$ cat config.mk
export PLATFORM = sky130hd
export DESIGN_NAME = mebi_top
export DESIGN_NICKNAME = d
export VERILOG_FILES = /design/src/rtl/mebi_pkg.sv /design/src/rtl/mebi_top.sv
export SDC_FILE = /design/constraint.sdc
export NUM_CORES = 1
export LEC_CHECK = 0
export ABC_AREA = 1
export BUFFER_PORTS_ARGS = -buffer_cell sky130_fd_sc_hd__buf_4
export CORE_MARGIN = 1.5
export CORE_UTILIZATION = 45
export CTS_CLUSTER_SIZE = 8
export DETAILED_ROUTE_END_ITERATION = 6
export GPL_TIMING_DRIVEN = 0
export PLACE_DENSITY = 0.81
export SYNTH_ARGS = -nofsm -noshare
export SYNTH_HDL_FRONTEND = slang
export SYNTH_SLANG_ARGS = --single-unit
export TNS_END_PERCENT = 5
$ cat constraint.sdc
create_clock -name sys_clk -period 1.4 [get_ports sys_clk]
set_input_delay 0 -clock sys_clk [delete_from_list [all_inputs] [get_ports sys_clk]]
set_output_delay 0 -clock sys_clk [all_outputs]
set_load 0.01 [all_outputs]
$ cat src/rtl/mebi_pkg.sv
package mebi_pkg;

    // Bus cycle kinds that the core requests once per machine cycle.
    localparam logic [2:0] KIND_IDLE = 3'h0;
    localparam logic [2:0] KIND_FETCH = 3'h1;
    localparam logic [2:0] KIND_DATA_RD = 3'h2;
    localparam logic [2:0] KIND_DATA_WR = 3'h3;
    localparam logic [2:0] KIND_PORT_RD = 3'h4;
    localparam logic [2:0] KIND_PORT_WR = 3'h5;
    localparam logic [2:0] KIND_LATCH = 3'h6;
    localparam logic [2:0] KIND_EXPAND = 3'h7;

    // Widths of the program counter and the two buses.
    localparam int PC_W = 12;
    localparam int BUS_W = 8;
    localparam int NIB_W = 4;

    // Fetches at or above this address leave the internal program store.
    localparam logic [11:0] INT_EXPANDER_STROBE_LIMIT = 12'h800;

    // Half period of the test clock on test pin zero, in sys_clk cycles.
    localparam logic [3:0] T0_HALF_CYCLES = 4'h2;

    // Values after reset.
    localparam logic [7:0] RST_BUS = 8'h00;
    localparam logic [7:0] RST_PORT_TWO = 8'hff;

    // One machine cycle: five phases, one-hot.
    typedef enum logic [4:0] {
        PH_ALE  = 5'h01,
        PH_HOLD = 5'h02,
        PH_STB1 = 5'h04,
        PH_STB2 = 5'h08,
        PH_REL  = 5'h10
    } mebi_phase_e;

endpackage

$ cat src/rtl/mebi_top.sv
// Behaviour
// - Address latch strobe pulses once per machine cycle, as a clock.
// - Address is valid on the bus at the strobe's falling edge.
// - Fetch strobe goes low only for external program fetches.
// - External fetch drives low PC bits, reads instruction under strobe.
// - External fetch drives the four high PC bits on upper port two.
// - Data memory access places address then data, framed by strobes.
// - Read strobe goes low each bus read; outside drives only then.
// - Write strobe goes low each bus write, as memory write enable.
// - External fetch force sends every program fetch to the outside.
// - Single step low halts after the current instruction completes.
// - Interrupt starts when enabled; off after reset; input testable.
// - Reset initialises the processor and leaves power down mode.
// - Expander transfers use lower port two nibble, qualified by strobe.
// - The bus works as a strobed port or a statically latched output.
// - Test pin one is testable and feeds the event counter.
// - Power save input low saves power while in power down.
// - Instruction control can turn test pin zero into a clock output.
module mebi_top
    import mebi_pkg::*;
(
    // Clock and reset.
    input wire logic sys_clk,
    input wire logic rst,
    // Core command, sampled at the end of each machine cycle.
    input wire logic cmdValid,
    input wire logic [2:0] cmdKind,
    input wire logic [11:0] cmdAddr,
    input wire logic [7:0] cmdData,
    input wire logic cmdLast,
    output logic cmdTaken,
    output logic [7:0] rdData,
    output logic rdValid,
    output logic coreInit,
    // Core control of interrupts, port two, test pins and power down.
    input wire logic intEnableSet,
    input wire logic intEnableClr,
    input wire logic [7:0] portTwoLatch,
    input wire logic enable_test_clock_out,
    input wire logic begin_event_counting,
    input wire logic stopEventCounting,
    input wire logic powerDownCmd,
    output logic irqRequest,
    output logic intPinLow,
    output logic t0Level,
    output logic t1Level,
    output logic eventTick,
    output logic stepWaiting,
    output logic powerDown,
    output logic oscStop,
    // Multiplexed bus and strobes.
    input wire logic [7:0] multiplexed_bus_in,
    output logic [7:0] multiplexed_bus_out,
    output logic multiplexed_bus_oe,
    output logic addressLatch,
    output logic program_fetch_strobe_n,
    output logic readStrobeN,
    output logic writeStrobeN,
    output logic expander_strobe,
    // Port two.
    output logic [7:0] port_two_pins_out,
    output logic [7:0] port_two_pins_oe,
    // Control and test pins.
    input wire logic external_fetch_force,
    input wire logic singleStepN,
    input wire logic interruptN,
    input wire logic power_save_n,
    input wire logic test_pin_zero_in,
    output logic test_pin_zero_out,
    output logic test_pin_zero_oe,
    input wire logic test_pin_one
);

    mebi_phase_e phase_r;
    logic [2:0] curKind_r;
    logic [11:0] curAddr_r;
    logic [7:0] curData_r;
    logic curExt_r;
    logic curLast_r;
    logic stepWait_r;
    logic powerDown_r;
    logic intEnable_r;
    logic irqRequest_r;
    logic intPinLow_r;
    logic [7:0] staticLatch_r;
    logic staticDrive_r;
    logic [7:0] rdData_r;
    logic rdValid_r;
    logic countMode_r;
    logic t1Prev_r;
    logic eventTick_r;
    logic t0ClkMode_r;
    logic t0Clk_r;
    logic [3:0] t0Div_r;
    logic advance;
    logic extFetch;
    logic addrCycle;
    logic busCycle;
    logic addrPhase;
    logic stbPhase;
    logic isRead;
    logic isWrite;

    // A new machine cycle starts unless single step or power down holds it.
    assign advance = !stepWait_r && !powerDown_r;
    assign cmdTaken = (phase_r == PH_REL) && advance && cmdValid;

    // Machine cycle sequencer; a wait always parks in the release phase.
    always_ff @(posedge sys_clk)
    begin
        if (rst)
            phase_r <= PH_REL;
        else
        begin
            unique case (phase_r)
                PH_ALE: phase_r <= PH_HOLD;
                PH_HOLD: phase_r <= PH_STB1;
                PH_STB1: phase_r <= PH_STB2;
                PH_STB2: phase_r <= PH_REL;
                PH_REL:
                    if (advance)
                        phase_r <= PH_ALE;
                default: phase_r <= PH_REL;
            endcase
        end
    end

    // Command capture at the machine cycle boundary.
    always_ff @(posedge sys_clk)
    begin
        if (rst)
        begin
            curKind_r <= KIND_IDLE;
            curAddr_r <= 12'h000;
            curData_r <= RST_BUS;
            curExt_r <= 1'b0;
            curLast_r <= 1'b0;
        end
        else if (phase_r == PH_REL && advance)
        begin
            curKind_r <= cmdValid ? cmdKind : KIND_IDLE;
            curAddr_r <= cmdAddr;
            curData_r <= cmdData;
            // The force input overrides the internal store for every fetch.
            curExt_r <= cmdValid && cmdKind == KIND_FETCH
                && (external_fetch_force
                || cmdAddr >= INT_EXPANDER_STROBE_LIMIT);
            curLast_r <= cmdValid && cmdLast;
        end
    end

    // Cycle classification from the captured command.
    assign extFetch = (curKind_r == KIND_FETCH) && curExt_r;
    assign addrCycle = extFetch || curKind_r == KIND_DATA_RD
        || curKind_r == KIND_DATA_WR;
    assign busCycle = addrCycle || curKind_r == KIND_PORT_RD
        || curKind_r == KIND_PORT_WR;
    assign isRead = extFetch || curKind_r == KIND_DATA_RD
        || curKind_r == KIND_PORT_RD;
    assign isWrite = curKind_r == KIND_DATA_WR || curKind_r == KIND_PORT_WR;
    assign addrPhase = addrCycle && (phase_r == PH_ALE || phase_r == PH_HOLD);
    assign stbPhase = phase_r == PH_STB1 || phase_r == PH_STB2;

    // Strobes; ALE runs in idle and internal cycles too, as a clock.
    assign addressLatch = (phase_r == PH_ALE);
    assign program_fetch_strobe_n = !(stbPhase && extFetch);
    assign readStrobeN = !(stbPhase && isRead && !extFetch);
    assign writeStrobeN = !(stbPhase && isWrite);
    assign expander_strobe = stbPhase && curKind_r == KIND_EXPAND;

    // Bus drive: address through the ALE fall, then write data under the
    // write strobe; a static latch drives only between bus cycles.
    always_comb
    begin
        multiplexed_bus_oe = 1'b0;
        multiplexed_bus_out = staticLatch_r;
        if (addrPhase)
        begin
            multiplexed_bus_oe = 1'b1;
            multiplexed_bus_out = curAddr_r[7:0];
        end
        else if (stbPhase && isWrite)
        begin
            multiplexed_bus_oe = 1'b1;
            multiplexed_bus_out = curData_r;
        end
        else if (staticDrive_r && !busCycle)
            multiplexed_bus_oe = 1'b1;
    end

    // Static latch mode; any strobed bus cycle gives the bus back.
    always_ff @(posedge sys_clk)
    begin
        if (rst)
        begin
            staticLatch_r <= RST_BUS;
            staticDrive_r <= 1'b0;
        end
        else if (phase_r == PH_ALE && curKind_r == KIND_LATCH)
        begin
            staticLatch_r <= curData_r;
            staticDrive_r <= 1'b1;
        end
        else if (phase_r == PH_ALE && busCycle)
            staticDrive_r <= 1'b0;
    end

    // Read data is taken in the last strobe phase, while the outside drives.
    always_ff @(posedge sys_clk)
    begin
        if (rst)
        begin
            rdData_r <= RST_BUS;
            rdValid_r <= 1'b0;
        end
        else
        begin
            rdValid_r <= (phase_r == PH_STB2) && isRead;
            if (phase_r == PH_STB2 && isRead)
                rdData_r <= multiplexed_bus_in;
        end
    end
    assign rdData = rdData_r;
    assign rdValid = rdValid_r;

    // Port two: PC high bits for external fetches, expander nibble low.
    // Quasi-bidirectional bits drive low hard and release for a one.
    always_comb
    begin
        port_two_pins_out = portTwoLatch;
        port_two_pins_oe = ~portTwoLatch;
        if (extFetch)
        begin
            port_two_pins_out[7:4] = curAddr_r[11:8];
            port_two_pins_oe[7:4] = 4'hf;
        end
        if (curKind_r == KIND_EXPAND)
        begin
            port_two_pins_out[3:0] = stbPhase ? curData_r[3:0]
                : curAddr_r[3:0];
            port_two_pins_oe[3:0] = 4'hf;
        end
    end

    // Single step wait: entered only once the last cycle of an
    // instruction has run; a brief high on the input steps once more.
    always_ff @(posedge sys_clk)
    begin
        if (rst)
            stepWait_r <= 1'b0;
        else if (singleStepN)
            stepWait_r <= 1'b0;
        else if (phase_r == PH_STB2 && curLast_r)
            stepWait_r <= 1'b1;
    end
    assign stepWaiting = stepWait_r;

    // Power down is only entered at a cycle boundary, and only reset
    // leaves it, so no bus cycle is ever cut short.
    always_ff @(posedge sys_clk)
    begin
        if (rst)
            powerDown_r <= 1'b0;
        else if (powerDownCmd && phase_r == PH_REL)
            powerDown_r <= 1'b1;
    end
    assign powerDown = powerDown_r;
    assign oscStop = powerDown_r && !power_save_n;
    assign coreInit = rst;

    // Interrupt enable and request; the enable clears on reset.
    always_ff @(posedge sys_clk)
    begin
        if (rst)
        begin
            intEnable_r <= 1'b0;
            irqRequest_r <= 1'b0;
            intPinLow_r <= 1'b0;
        end
        else
        begin
            if (intEnableSet)
                intEnable_r <= 1'b1;
            else if (intEnableClr)
                intEnable_r <= 1'b0;
            irqRequest_r <= intEnable_r && !interruptN;
            intPinLow_r <= !interruptN;
        end
    end
    assign irqRequest = irqRequest_r;
    assign intPinLow = intPinLow_r;

    // Event counting on falling edges of test pin one.
    always_ff @(posedge sys_clk)
    begin
        if (rst)
        begin
            countMode_r <= 1'b0;
            t1Prev_r <= 1'b0;
            eventTick_r <= 1'b0;
        end
        else
        begin
            if (begin_event_counting)
                countMode_r <= 1'b1;
            else if (stopEventCounting)
                countMode_r <= 1'b0;
            t1Prev_r <= test_pin_one;
            eventTick_r <= countMode_r && t1Prev_r
                && !test_pin_one;
        end
    end
    assign eventTick = eventTick_r;
    assign t1Level = test_pin_one;

    // Test pin zero clock; once enabled only reset turns it back to input.
    always_ff @(posedge sys_clk)
    begin
        if (rst)
        begin
            t0ClkMode_r <= 1'b0;
            t0Clk_r <= 1'b0;
            t0Div_r <= 4'h0;
        end
        else
        begin
            if (enable_test_clock_out)
                t0ClkMode_r <= 1'b1;
            if (t0Div_r == T0_HALF_CYCLES - 4'h1)
            begin
                t0Div_r <= 4'h0;
                t0Clk_r <= !t0Clk_r;
            end
            else
                t0Div_r <= t0Div_r + 4'h1;
        end
    end
    assign test_pin_zero_out = t0Clk_r;
    assign test_pin_zero_oe = t0ClkMode_r;
    assign t0Level = test_pin_zero_in;
endmodule

==> results.txt <==
Worst Hold Class = in2reg
Worst setup margin = -0.2988 ns
Syn avg cell area = 7.160 um2
Top achievable clock speed = 0.5886 GHz
Total power = 0.005248 W
Post-Layout Cell Count = 675
Worst slew pin tran = 0.6152 ns
CP Capture Type = output pin
WL/cell = 13.86 um
Starting Density = 46.80%
Post-detail-place hpwl = 5.478 mm
Clock-pin slew on the worst setup and hold paths = 0.08 ns
Gr usage total = 23.80%
Util after Layout = 77.36%
H-tree depth = 3
Register bit total from synthesis = 62
Pwr/cell area = 1068 mW/mm2
Crit-path slowest cell = dfxtp_4
Share of layout cells above drive strength 1 = 37.63%
Slowest cell delay on critical path = 0.35 ns
Final ANT Viol Nets = 0
DIE AREA = 0.007100 mm2
Clock sinks = 62
Hold Violations, Final = 0
Sequential area share after synthesis = 41.77%
Grt total ovfl = 0
Pre-CTS setup slack = -0.04227 ns
WP data arrival = 1.70 ns
Mapped cell area = 0.002972 mm2
Leak = 2.307 nW
Final wirelength = 9.358 mm
Maximum vdd drop = 708.1 uV
Final Skew = 0.01426 ns
Initial antenna violation count = 0
Final critical-path share of the clock period = 121.3%
Hold Path Sink = rdData[4]$_SDFFE_PP0P_
Setup crit start kind = flop
Reg2reg setup slack = -0.03 ns
Syn_nets = 472
Via Count = 3,319
Vias in the first global route = 3,062
P&R area growth vs syn = 65.31%
# IOs = 106
Starting DRT DRC Count = 183
First-pass GRT wire length = 13.69 mm
Die width = 84.26 um
Ordered cell list for the critical path = nor2_4 -> nand2_4 -> a21oi_4 -> buf_6 -> nand2_4 -> nand2_1 -> nand3_1 -> nand2_1 -> buf_4
Placed insts = 596
Unrepaired setup endpoints after global routing = true
Pre-antenna DRT Iters = 4
Worst Path Required = 1.40 ns
Layout net count = 650
Post-DR vias/cell = 4.917
Total CTS buffers = 9
Placer congestion estimate = 0.8326
Count of cell types in the netlist = 33
Slew HR = 58.99%
Worst r2r src = phase_r[0]$_SDFFE_PP0P_
CTS tree = built
Clk Latency, worst-skew pair = 0.34 ns
Num rows = 29
Root Buffer = clkbuf_8
Fin. max-slew vios = 0
Ys async rst share = 0%
Setup-failing EPs final = 27
Failing checks = setup timing
Status = complete, but fails checks
Die Y = 84.26 um
Largest net degree at the start of global routing = 13
Residual DRC = 0
Worst Hold Depth = 5
IO buf count = 104
Syn. warnings = 0
FF-to-FF path depth = 8
Hold Startpoint = multiplexed_bus_in[4]
Max-Cap Viols = 0
Post-Syn Instances = 415
Inserted Diodes = 0
Min Tclk post-route = 1.699 ns
Critical path type = reg2out
Crit-path max FO = 5
CTS Buffer Depth = 2
Number of enable flip-flop cells after synthesis = 0
Synth Flop Type = dfxtp_1
R2r endpoint = curKind_r[0]$_SDFFE_PP0P_
Core area = 0.006350 mm2
==> through the flow <==
step / setup TNS, ns / instance area [um2] / hold slack, ns
after floorplan: 0 / 2972 / 0.04753
after global placement: -0.005649 / 3849 / 0.1680
after detailed placement: -0.08184 / 3849 / 0.1725
after CTS: -3.705 / 4692 / 0.002233
after global routing: -8.259 / 4912 / 0.02621
final: -4.386 / 4912 / 0.01536
==> placed cells by master (no fill, tap or decap), types with 3 or more instances in the layout <==
master and instances:
buf_8 3, nand3_2 7, buf_6 17, clkinvlp_4 3, a21oi_2 5, a21oi_1 12
nor2_2 3, buf_4 113, dlygate4sd3_1 42, dfxtp_4 4, nor2_1 93, nand2_2 19
o21ai_1 3, o21ai_0 28, nand3_1 27, clkbuf_8 9, nand3_4 4, inv_4 4
clkbuf_1 6, dfxtp_2 4, inv_6 3, dfxtp_1 54, nand2_4 4, nor3_1 3
nand2_1 61, nor2_4 5, inv_1 36
==> what timing repair did <==
item / 4_1_cts / 5_1_grt
cloned: 1 / 0
pin swaps: 15 / 24
endpoints found under the hold margin: 40 / 0
gates resized for setup: 39 / 46
buffers inserted: 13 / 7
endpoints found under the setup margin: 26 / 66
hold buffers: 42 / 0
==> how the worst max path moves through the flow <==
stage / slack, ns / endpoint / cells after the start / start
floorplan: 0.15 / staticLatch_r[0]$_SDFFE_PP0P_ / 6 / phase_r[2]$_SDFFE_PP0P_
global placement: -0.006 / multiplexed_bus_out[5] / 9 / phase_r[0]$_SDFFE_PP0P_
detailed placement: -0.04 / multiplexed_bus_out[5] / 9 / phase_r[0]$_SDFFE_PP0P_
CTS: -0.24 / port_two_pins_out[0] / 9 / phase_r[1]$_SDFFE_PP0P_
global route: -0.37 / port_two_pins_out[2] / 9 / phase_r[0]$_SDFFE_PP0P_
finish: -0.30 / multiplexed_bus_out[0] / 9 / phase_r[0]$_SDFFE_PP0P_
==> critical path, delay by kind of cell (launching register included) <==
family	cells	cell delay, ns
AO/OA/AOI/OAI	1	0.16
flip-flops	1	0.35
buffers and inverters	2	0.28
AND/OR/NAND/NOR	6	0.57
==> cells in the mapped netlist (2+ instances only) <==
cell	number	share of area, %
nor2_1	96	12
nand2_1	81	10
dfxtp_1	62	42
inv_1	39	4.9
nand3_1	34	5.7
o21ai_0	30	5.1
a21oi_1	13	2.2
clkbuf_1	6	0.76
buf_4	5	1.3
buf_6	5	1.9
inv_2	5	0.63
a21oi_2	4	1.2
nand2_4	3	1.1
nor2_4	3	1.1
nor3_1	3	0.51
o21ai_1	3	0.51
ha_1	2	0.84
nand3_2	2	0.67
nand3_4	2	1.2
nand4_1	2	0.42
nor2_2	2	0.42
or2_2	2	0.42
==> power by group <==
group / internal (W) / switching (W)
clock network: 0.000824 / 0.000768
logic: 0.000701 / 0.000786
registers: 0.00199 / 0.000181
total: 0.00351 / 0.00174
==> sequential cells by signal (all words and copies together) (netlist names), 3 cells and up <==
name and flops:
curAddr_r 12, curData_r 8, curKind_r 3, phase_r 5
rdData 8, staticLatch_r 8, t0Div_r 4
==> kinds of logic (layout without fill, tap and decap cells) <==
| logic type | count (synthesis) | in the layout | synth area share [%] |
|---|---|---|---|
| XOR/XNOR | 2 | 2 | 0.5896 |
| flip-flops | 62 | 62 | 41.77 |
| AND/OR/NAND/NOR | 235 | 236 | 36.59 |
| AO/OA/AOI/OAI | 53 | 53 | 10.27 |
| buffers and inverters | 61 | 243 | 9.937 |
| adder cells (fa/ha/maj) | 2 | 2 | 0.8420 |
==> area by class of cell <==
class                           instances  area, um2
Clock buffer                            9      123.9
Inverter                               44      190.2
Clock inverter                          7      75.07
Fill cell                             433       1438
Tap cell                               77      96.34
Sequential cell                        62       1261
Multi-Input combinational cell        293       1598
Buffer                                 17      146.4
Timing Repair Buffer                  166       1421
==> layer usage <==
metal  global-route usage (%)  share of wire, %  up-vias
li1                         -                 -     1666
met3                    4.621               6.3       24
met2                    42.18                52      131
met5                        0                 0        -
met4                    10.58               2.4        0
met1                    27.78                40     1498
No activity file was read; power rests on OpenSTA's default activity.
